===== src/logic/sva_pkg.sv =====
// Shared constants for the shared-variable access channel: image layout, codes, variables.
// Assumes a 16-bit word cyclic image exchanged once per clock between controller and device.
package sva_pkg;
  localparam int OUT_WORDS  = 28;
  localparam int IN_WORDS   = 27;
  localparam int VAL_WORDS  = 10;
  localparam int NVAR       = 4;
  localparam int SLOT_WORDS = 16;
  // Output image positions, integer/division and floating point, four slots.
  localparam int INT_CMD_W  = 8;
  localparam int INT_NAME_W = 10;
  localparam int INT_WVAL_W = 13;
  localparam int FP_CMD_W   = 13;
  localparam int FP_NAME_W  = 15;
  localparam int FP_WVAL_W  = 18;
  // Input image positions.
  localparam int INT_SLOT_WORDS = 8;
  localparam int INT_STAT_W     = 9;
  localparam int INT_RVAL_W     = 10;
  localparam int FP_STAT_W      = 16;
  localparam int FP_RVAL_W      = 17;
  // Command and status codes.
  localparam logic [15:0] CMD_NULL  = 16'h0000;
  localparam logic [15:0] CMD_READ  = 16'h0001;
  localparam logic [15:0] CMD_WRITE = 16'h0002;
  localparam logic [15:0] ST_NULL   = 16'h0000;
  localparam logic [15:0] ST_OK     = 16'h0001;
  localparam logic [15:0] ST_NAME   = 16'h0002;
  localparam logic [15:0] ST_CMD    = 16'h0003;
  localparam logic [15:0] ST_PROT   = 16'h0004;
  localparam logic [15:0] ST_TYPE   = 16'h0005;
  // Variable types and the number of value words each one carries.
  localparam logic [1:0] TY_INT   = 2'h0;
  localparam logic [1:0] TY_FLOAT = 2'h1;
  localparam logic [1:0] TY_STR   = 2'h2;
  localparam int TY_LEN [3] = '{1, 2, 10};
  localparam logic [7:0] ASCII_LO = 8'h20;
  localparam logic [7:0] ASCII_HI = 8'h7e;
  // Variable table: six ASCII characters, first character in the top byte.
  localparam logic [47:0] VAR_NAME [NVAR] = '{48'h7774_3031_3031, 48'h7774_3031_3032,
                                              48'h6473_3031_3031, 48'h6974_3031_3031};
  localparam logic [1:0] VAR_TYPE [NVAR] = '{TY_FLOAT, TY_FLOAT, TY_STR, TY_INT};
  localparam logic       VAR_PROT [NVAR] = '{1'b1, 1'b0, 1'b0, 1'b0};
  localparam logic [159:0] VAR_RST = 160'h0;
  // Controller register byte offsets on APB.
  localparam logic [7:0] A_CMD  = 8'h00;
  localparam logic [7:0] A_NAME = 8'h04;
  localparam logic [7:0] A_WVAL = 8'h10;
  localparam logic [7:0] A_FMT  = 8'h38;
  localparam logic [7:0] A_STAT = 8'h3c;
  localparam logic [7:0] A_RVAL = 8'h40;
  typedef enum logic [0:0] {SVA_IDLE = 1'b0, SVA_GAP = 1'b1} sva_hst_t;
endpackage : sva_pkg


===== src/logic/sva_if.sv =====
// Cyclic image carrier between the fieldbus controller and the device.
// Assumes both ends share one clock; each image is a registered word array.
interface sva_if;
  logic [15:0] out_img [28];
  logic [15:0] in_img  [27];
  modport dev (input out_img, output in_img);
  modport plc (output out_img, input in_img);
endinterface : sva_if


===== src/logic/sva_dev.sv =====
// Device end: executes shared-variable commands found in the controller's output image.
// Assumes the controller image is synchronous to pclk and fp_mode changes only while the
// command word is null; var_upd comes from the terminal's own logic, never the controller.
//
// Contract
// - Controller may read and overwrite shared variables
// - Controller supplies command code and variable name
// - Write value supplied, at most 20 bytes
// - Read returns contents, at most 20 bytes
// - Type derived from name and stored definition
// - Refuse string-float and float-string writes
// - Status codes null, ok, bad name, bad command
// - Protected variable write refused with status 4
// - Read field valid only for read command
// - Command codes: 0 null, 1 read, 2 write
// - Execute once per change of command word
// - Read value is a snapshot, not refreshed
// - Repeat reads by toggling null and read
// - Load name and value while command null
// - Integer layout: slots, null, status, read value
// - Integer output: slots, command 8, name 10
// - Name is six ASCII characters, three words
// - Value length by type, at most ten words
// - Floats use IEEE 754 single precision
// - Status follows slots and null, value follows status (floating point has no null word: status at 16)
//
// Local design decisions: the APB interface to the registers and the placing of the registers.
module sva_dev
  import sva_pkg::*;
(
  input  wire logic          pclk,
  input  wire logic          presetn,
  input  wire logic          fp_mode,
  input  wire logic [15:0]   slot_word [SLOT_WORDS],
  input  wire logic          var_upd,
  input  wire logic [1:0]    var_upd_idx,
  input  wire logic [159:0]  var_upd_val,
  sva_if.dev                 link,
  output logic               access_done_r,
  output logic [15:0]        access_status_r
);
  logic [15:0]  cmd_prev_r;
  logic [159:0] val_r [NVAR];
  logic [159:0] rval_r;
  logic [159:0] rval_nxt;
  logic [15:0]  status_nxt;
  logic [15:0]  img_r   [IN_WORDS];
  logic [15:0]  img_nxt [IN_WORDS];
  logic [1:0]   idx;
  logic [159:0] wval_w;
  logic [159:0] len_mask_w;
  logic [NVAR-1:0] hit_vec;

  // Field selection by format.
  wire [15:0] cmd_w  = fp_mode ? link.out_img[FP_CMD_W] : link.out_img[INT_CMD_W];
  wire [47:0] name_w = fp_mode ?
    {link.out_img[FP_NAME_W], link.out_img[FP_NAME_W+1], link.out_img[FP_NAME_W+2]} :
    {link.out_img[INT_NAME_W], link.out_img[INT_NAME_W+1], link.out_img[INT_NAME_W+2]};

  genvar gi;
  generate
    for (gi = 0; gi < VAL_WORDS; gi++) begin : g_wval
      assign wval_w[gi*16 +: 16] = fp_mode ? link.out_img[FP_WVAL_W+gi]
                                           : link.out_img[INT_WVAL_W+gi];
    end
    for (gi = 0; gi < NVAR; gi++) begin : g_hit
      assign hit_vec[gi] = (name_w == VAR_NAME[gi]);
    end
  endgenerate

  // With no hit the index rests on zero; every use of it is gated by the hit flag.
  always_comb begin
    idx = 2'h0;
    for (int v = NVAR - 1; v >= 0; v--) begin
      if (hit_vec[v]) begin
        idx = 2'(v);
      end
    end
  end

  // The type comes only from the variable table; the image carries no type field.
  wire [1:0] type_w   = VAR_TYPE[idx];
  wire       hit_w    = |hit_vec;
  wire       new_w    = (cmd_w != cmd_prev_r);
  wire       is_null  = (cmd_w == CMD_NULL);
  wire       is_read  = (cmd_w == CMD_READ);
  wire       is_write = (cmd_w == CMD_WRITE);
  // String data is told apart by a printable first character. A float whose top byte is
  // printable is therefore refused as well; that is the price of having no type field.
  wire       str_data = (wval_w[15:8] >= ASCII_LO) && (wval_w[15:8] <= ASCII_HI);
  wire       type_bad = ((type_w == TY_FLOAT) && str_data) ||
                        ((type_w == TY_STR) && !str_data);
  wire       exec_w   = new_w && !is_null;
  wire       wr_ok    = exec_w && is_write && hit_w && !VAR_PROT[idx] && !type_bad;
  wire       rd_ok    = exec_w && is_read && hit_w;
  wire       bad_cmd  = !is_read && !is_write;
  wire       prot_hit = is_write && VAR_PROT[idx];
  wire       clash    = is_write && type_bad;
  wire       rval_clr = is_null || (new_w && (!is_read || !hit_w));

  // Words beyond the type's length are forced to zero so stale data never leaks out.
  generate
    for (gi = 0; gi < VAL_WORDS; gi++) begin : g_len
      assign len_mask_w[gi*16 +: 16] = (gi < TY_LEN[type_w]) ? 16'hffff : 16'h0000;
    end
  endgenerate

  // Faults are checked in a fixed order so one status word names the first of them.
  always_comb begin
    status_nxt = access_status_r;
    if (is_null) begin
      status_nxt = ST_NULL;
    end else if (new_w) begin
      if (bad_cmd) begin
        status_nxt = ST_CMD;
      end else if (!hit_w) begin
        status_nxt = ST_NAME;
      end else if (prot_hit) begin
        status_nxt = ST_PROT;
      end else if (clash) begin
        status_nxt = ST_TYPE;
      end else begin
        status_nxt = ST_OK;
      end
    end
  end

  // The read field is loaded once per read and cleared by any other command.
  always_comb begin
    rval_nxt = rval_r;
    if (rd_ok) begin
      rval_nxt = val_r[idx] & len_mask_w;
    end else if (rval_clr) begin
      rval_nxt = VAR_RST;
    end
  end

  // Input image assembly; floats pass through unchanged as IEEE single words.
  always_comb begin
    for (int w = 0; w < IN_WORDS; w++) begin
      img_nxt[w] = 16'h0000;
    end
    for (int s = 0; s < SLOT_WORDS; s++) begin
      if (fp_mode || (s < INT_SLOT_WORDS)) begin
        img_nxt[s] = slot_word[s];
      end
    end
    if (fp_mode) begin
      img_nxt[FP_STAT_W] = status_nxt;
      for (int r = 0; r < VAL_WORDS; r++) begin
        img_nxt[FP_RVAL_W+r] = rval_nxt[r*16 +: 16];
      end
    end else begin
      img_nxt[INT_STAT_W] = status_nxt;
      for (int r = 0; r < VAL_WORDS; r++) begin
        img_nxt[INT_RVAL_W+r] = rval_nxt[r*16 +: 16];
      end
    end
  end

  // The previous command word is the only memory of the change detector.
  always_ff @(posedge pclk or negedge presetn) begin
    if (!presetn) begin
      cmd_prev_r    <= CMD_NULL;
      access_done_r <= 1'b0;
    end else begin
      cmd_prev_r    <= cmd_w;
      access_done_r <= exec_w;
    end
  end

  always_ff @(posedge pclk or negedge presetn) begin
    if (!presetn) begin
      rval_r          <= VAR_RST;
      access_status_r <= ST_NULL;
    end else begin
      rval_r          <= rval_nxt;
      access_status_r <= status_nxt;
    end
  end

  // A controller write wins over a local update of the same variable in the same cycle.
  generate
    for (gi = 0; gi < NVAR; gi++) begin : g_var
      always_ff @(posedge pclk or negedge presetn) begin
        if (!presetn) begin
          val_r[gi] <= VAR_RST;
        end else if (wr_ok && (idx == 2'(gi))) begin
          val_r[gi] <= wval_w & len_mask_w;
        end else if (var_upd && (var_upd_idx == 2'(gi))) begin
          val_r[gi] <= var_upd_val;
        end
      end
    end
  endgenerate

  // The whole reply image is registered, so slot words reach the controller a cycle late.
  always_ff @(posedge pclk or negedge presetn) begin
    if (!presetn) begin
      for (int w = 0; w < IN_WORDS; w++) begin
        img_r[w] <= 16'h0000;
      end
    end else begin
      img_r <= img_nxt;
    end
  end

  assign link.in_img = img_r;
endmodule : sva_dev


===== src/flat_wrapper.sv =====
// flat-port wrapper written by rule: the top's interface ports become plain ports
module sva_dev_flat import sva_pkg::*;
  (pclk, presetn, fp_mode, slot_word, var_upd, var_upd_idx, var_upd_val, access_done_r, access_status_r, link_out_img, link_in_img);
  sva_if link_i ();
  input  wire logic pclk;
  input  wire logic presetn;
  input  wire logic fp_mode;
  input  wire logic [15:0] slot_word[SLOT_WORDS];
  input  wire logic var_upd;
  input  wire logic [1:0] var_upd_idx;
  input  wire logic [159:0] var_upd_val;
  output logic access_done_r;
  output logic [15:0] access_status_r;
  input wire logic [$bits(link_i.out_img)-1:0] link_out_img;
  output wire logic [$bits(link_i.in_img)-1:0] link_in_img;
  assign link_i.out_img = {>>{link_out_img}};
  assign link_in_img = {>>{link_i.in_img}};
  sva_dev u_core (.pclk(pclk), .presetn(presetn), .fp_mode(fp_mode), .slot_word(slot_word), .var_upd(var_upd), .var_upd_idx(var_upd_idx), .var_upd_val(var_upd_val), .link(link_i), .access_done_r(access_done_r), .access_status_r(access_status_r));
endmodule

===== config.mk =====
export PLATFORM = sky130hd
export DESIGN_NAME = sva_dev_flat
export DESIGN_NICKNAME = d
export VERILOG_FILES = /design/src/logic/sva_pkg.sv /design/src/logic/sva_if.sv /design/src/logic/sva_dev.sv /design/src/flat_wrapper.sv
export SDC_FILE = /design/constraint.sdc
export NUM_CORES = 2
export LEC_CHECK = 0
export ABC_CLOCK_PERIOD_IN_PS = 2600
export BUFFER_PORTS_ARGS = -buffer_cell sky130_fd_sc_hd__buf_2
export CORE_AREA = 10 10 501 503
export CTS_CLUSTER_DIAMETER = 100
export CTS_CLUSTER_SIZE = 16
export DETAILED_ROUTE_END_ITERATION = 12
export DIE_AREA = 0 0 511 513
export PLACE_DENSITY = 0.39
export SYNTH_ARGS = -nofsm -noshare
export SYNTH_HDL_FRONTEND = slang
export SYNTH_SLANG_ARGS = --single-unit
export TNS_END_PERCENT = 100

===== constraint.sdc =====
create_clock -name pclk -period 2.6 [get_ports pclk]
set_clock_uncertainty 0.15 [all_clocks]
set_input_delay 0.52 -clock pclk [delete_from_list [all_inputs] [get_ports pclk]]
set_output_delay 0.52 -clock pclk [all_outputs]
set_load 0.03 [all_outputs]

### Yosys cells after proc, flatten, opt, wreduce, memory -nomap -nowiden

Index checks and enable logic that the tools add are counted.

| storage, ports and cells | value |
|---|---|
| register bits | 1265 |
| logic and storage cells | 166 |

| cells by class | value |
|---|---|
| equal/unequal tests | 15 |
| mux-type cells | 58 |
| $lt $le $gt $ge | 14 |
| reductions and logical operators | 40 |
| bitwise operators | 4 |

Operator list:

| operator | count |
|---|---|
| 2-to-1 mux 160 bit | 12 |
| 2-to-1 mux 16 bit | 27 |
| bitwise AND 160 bit | 2 |
| binary-select mux 160 bit (select 2 bit) | 1 |
| 2-to-1 mux 112 bit | 2 |
| == test 48 x 47 -> 1 bit, second input constant | 4 |
| < comparator 4 x 32 -> 1 bit, first input constant | 4 |
| binary-select mux 32 bit (select 2 bit) | 1 |
| < comparator 3 x 32 -> 1 bit, first input constant | 2 |
| < comparator 5 x 32 -> 1 bit, first input constant | 2 |
| 2-to-1 mux 32 bit | 2 |
| 2-to-1 mux 64 bit | 1 |
| 2-to-1 mux 48 bit | 1 |
| < comparator 1 x 32 -> 1 bit, first input constant | 1 |
| < comparator 2 x 32 -> 1 bit, first input constant | 1 |
| logical AND 1 bit | 22 |
| == test 16 x 1 -> 1 bit, second input constant | 1 |
| == test 16 x 2 -> 1 bit, second input constant | 1 |
| logical NOT 16 bit | 1 |
| != test 16 bit | 1 |
| 2-to-1 mux 2 bit | 6 |
| == test 2 bit, second input constant | 5 |
| >= comparator 8 x 6 -> 1 bit, second input constant | 1 |
| less-or-equal comparator 8 x 7 -> 1 bit, second input constant | 1 |
| other kinds (12) | 29 |

### Depth between registers and ports, before layout

| depth | value |
|---|---|
| word-level depth | 21 |
| gate-level depth with buffers | 18 |

### Worst setup path after synthesis

OpenSTA, ideal clock, no wires.

| timing | value |
|---|---|
| path type | input-to-reg |
| from | input port fp_mode |
| to | register u_core.img_r, in the netlist u_core.link.in_img[220] |
| arrival time | 3.200 ns |
| slack | -0.875 ns |
| required time | 2.325 ns |
| cell stages on the path | 16 |
| path through | buf_4 buf_6 buf_6 buf_6 buf_6 nor4b_2 nand3_1 o31ai_1 o21ba_2 buf_2 o21ai_2 buf_2 buf_2 a221oi_1 o21ai_0 mux2_2 |

RTL lines:

| item | RTL line | RTL |
|---|---|---|
| start: declaration | flat_wrapper.sv:7 | `input wire logic fp_mode;` |
| end signal: assignment | sva_dev.sv:204 | `img_r <= img_nxt;` |
| end: declaration | sva_dev.sv:47 | `logic [15:0] img_r [IN_WORDS];` |

==> flow_metrics.py <==
metrics = {
    "power": {
        "power_frac_seq": 0.489,
        "p_sw_frac": 0.2988,
        "p_switching_uw": 14010,
        "p_per_area_mw_per_mm2": 578.7,
        "p_int_uw": 32870,
        "power_uw": 46880,
        "clkPwrFrac": 0.313,
        "p_comb_frac": 0.198,
        "power_leakage_uw": 0.03967,
        "worst_ir_drop_vdd_mv": 0.4630,
    },
    "routing": {
        "drc": 0,
        "vias": 45031,
        "drt-wirelength-per-cell_um": 28.11,
        "antenna_left": 0,
        "via_per_inst": 4.539,
        "first_iter_violations": 2744,
        "wirelength_um": 278900,
        "drt-pass1-iter-count": 7,
    },
    "hold_path": {
        "hold_depth": 4,
        "hp-class": "input pin to register",
    },
    "worst_setup_path": {
        "ff2ff_path_depth": 10,
        "critPathRequiredTime_ps": 3100,
        "path_max_fanout": 8,
        "end_kind": "register",
        "crit_type": "input pin to register",
        "start_kind": "input pin",
        "crit_arrival_ps": 3640,
    },
    "timing": {
        "setup_slack_ps": -544.1,
        "rsz0062_at_grt": "yes",
        "setup_viol": 924,
        "final.hold.worst_slack_ps": 57.63,
        "finalHoldViolCount": 0,
        "period_share": 1.209,
        "fin_setup_tns_ps": -309610,
        "min_period_ps": 3144,
        "worstMarginPinSlew_ps": 1026,
        "max_freq_mhz": 318.1,
        "maxSlewViolCount": 0,
        "maxSlewHeadroom": 0.3160,
    },
    "die": {
        "coreArea_mm2": 0.2403,
        "die_h_um": 513,
        "pin_count": 1319,
        "dieArea_mm2": 0.2621,
        "initial_core_util": 0.2215,
        "rows": 180,
        "die_w_um": 511,
    },
    "global_route": {
        "grt_pass1_vias": 47959,
        "grt_max_degree": 121,
        "antenna_found_initial": 106,
        "grt_pass1_wl_um": 384600,
        "grtUsageTotal": 0.2019,
        "grt-ovfl-total": 0,
    },
    "place": {
        "dp_hpwl_um": 207600,
        "dp_cells": 9129,
        "routabilityCongestion": 0.8346,
        "place_ws_ps": -2296,
        "port_buffers": 1174,
    },
    "clock_network": {
        "clock_path_buffers": 3,
        "clk_pin_slew_ps": 80,
        "cts_inserted_buffers": 95,
        "clkLatencyLatePin_ps": 770,
        "cts_num_sinks": 1249,
        "cts_tree": "yes",
        "root_buffer": "clkbuf_16",
        "htree_levels": 3,
    },
    "outcome": {
        "violations": "setup timing",
        "status": "finished with violations",
    },
    "synth": {
        "ys_ff_latch": 1249,
        "yosys_most_used_dff": "dfrtp_1",
        "synth_top_area_cell": "dfrtp_1",
        "ys_types": 68,
        "async_flop_share": 1.000,
        "synth_fp_nets": 5293,
        "ys_warn_count": 0,
        "synth_edf_count": 0,
        "synth_top_area_share": 0.5871,
        "synth_area_mm2": 0.05323,
        "synth_area_per_cell_um2": 12.04,
        "syn_inst": 4423,
        "yosysSeqAreaShare": 0.5871,
        "synth_area_leaders": "dfrtp_1 (59%), mux2_2 (9.7%), mux2i_1 (9.6%), nor2_1 (3.1%), o21ai_0 (2.7%)",
    },
    "layout": {
        "fin_cells": 9921,
        "area_growth_pct": 52.19,
        "multi_input_area_mm2": 0.02281,
        "drive_gt1_frac": 0.4334,
        "fillers": 24256,
        "fin_nets": 7522,
        "regArea_mm2": 0.03126,
    },
    "flow_run": {
        "maxCapViolCount": 0,
    },
}
==> stage by stage <==
step | cell area [um^2] | utilization
global placement | 68670 | 0.2858
detailed placement | 68670 | 0.2858
global route | 80970 | 0.3370
finish | 81020 | 0.3372
floorplan | 53780 | -
CTS | 79280 | 0.3299
==> area by class of cell <==
type,count,share of cell area
sequential,1249,0.3858
inverter,51,0.002394
tap,3185,0.04919
clock inverter,23,0.003398
timing repair buffer,2453,0.2460
clock buffer,99,0.02979
antenna,59,0.001822
multi-input combinational,2802,0.2816
==> cells by family after synthesis <==
logic type,share of synthesized area
flip-flops,0.5871
multiplexers,0.1932
AO/OA/AOI/OAI,0.1123
AND/OR/NAND/NOR,0.07270
buffers and inverters,0.03201
XOR/XNOR,0.002632
==> worst max-delay path, stage by stage <==
cell	delay (ps)
buf_16	130
buf_12	150
buf_12	140
buf_8	120
nor2b_4	90
nand4_1	120
buf_6	170
a211o_1	320
o21ba_4	270
o21ai_4	130
buf_12	200
buf_16	180
buf_16	200
buf_4	140
a221oi_4	290
o21ai_2	100
mux2_2	280
==> per-layer routing <==
layer / global-route usage / vias up / part of all wire
met5: 0 / - / 0.00049
met4: 0.06363 / 24 / 0.033
met3: 0.03549 / 296 / 0.047
met2: 0.3335 / 1318 / 0.47
met1: 0.2684 / 23207 / 0.45
li1: - / 20186 / -
==> cell usage after synthesis, types with 9 or more instances <==
master / n
a221oi_1: 127
o21ai_0: 291
xnor2_1: 10
a22o_1: 33
a31o_2: 72
dfrtp_1: 1249
inv_1: 50
mux2i_1: 508
buf_4: 27
a21o_1: 80
nand2_1: 288
o21a_1: 25
nor4_1: 13
nand4_1: 10
clkbuf_1: 205
a21oi_1: 201
and2_1: 71
o21ai_1: 17
buf_2: 69
o211ai_1: 12
nand3_1: 9
mux2_2: 460
buf_6: 16
nor2_1: 443
==> final timing paths <==
kind / startpoint / endpoint / slack, ps
max: fp_mode / u_core.link.in_img[190] / -540
min: link_out_img[63] / u_core.val_r[271] / 60
max reg2reg: u_core.cmd_prev_r[3] / u_core.link.in_img[232] / -290
min reg2reg: u_core.rval_r[28] / u_core.rval_r[28] / 320
max in group asynchronous: presetn / u_core.rval_r[138] / 1070
min in group asynchronous: presetn / u_core.link.in_img[188] / 200
==> registers in the layout, summed over array words and instances (netlist names) <==
register,count
u_core.access_done_r,1
u_core.rval_r,160
u_core.cmd_prev_r,16
u_core.val_r,624
u_core.access_status_r,16
u_core.link.in_img,432
==> power by group through the flow <==
stage          Combinational [uW]  Clock [uW]  Sequential, uW
2_1_floorplan                3690           0           23100
5_1_grt                     10100       15800           23100
4_1_cts                      9200       15200           22800
6_report                     9300       14700           22900
3_5_place_dp                 8020           0           23000
3_3_place_gp                 7920           0           23000
==> layout by cell type, fill, tap and decap left out, drive strengths merged, types with 13 or more instances in the layout <==
cell,n
clkbuf,111
mux2i,508
o21a,25
dfrtp,1249
nand2,288
a221oi,128
a21o,80
mux2,462
and2,71
diode,59
o211ai,13
a21oi,201
a31o,72
buf,1933
dlygate4sd3,504
inv,62
o21ai,309
nor4,13
a22o,33
nor2,445
==> repair_timing <==
action / 4_1_cts / 5_1_grt
pin swaps: 60 / 59
endpoints found under the setup margin: 928 / 926
setup buffers: 44 / 52
gates resized for setup: 367 / 220
hold endpoints to repair: 921 / 0
hold buffers: 504 / 0
cloned: 22 / 13
Note: power is estimated with default switching activity, not from simulation.
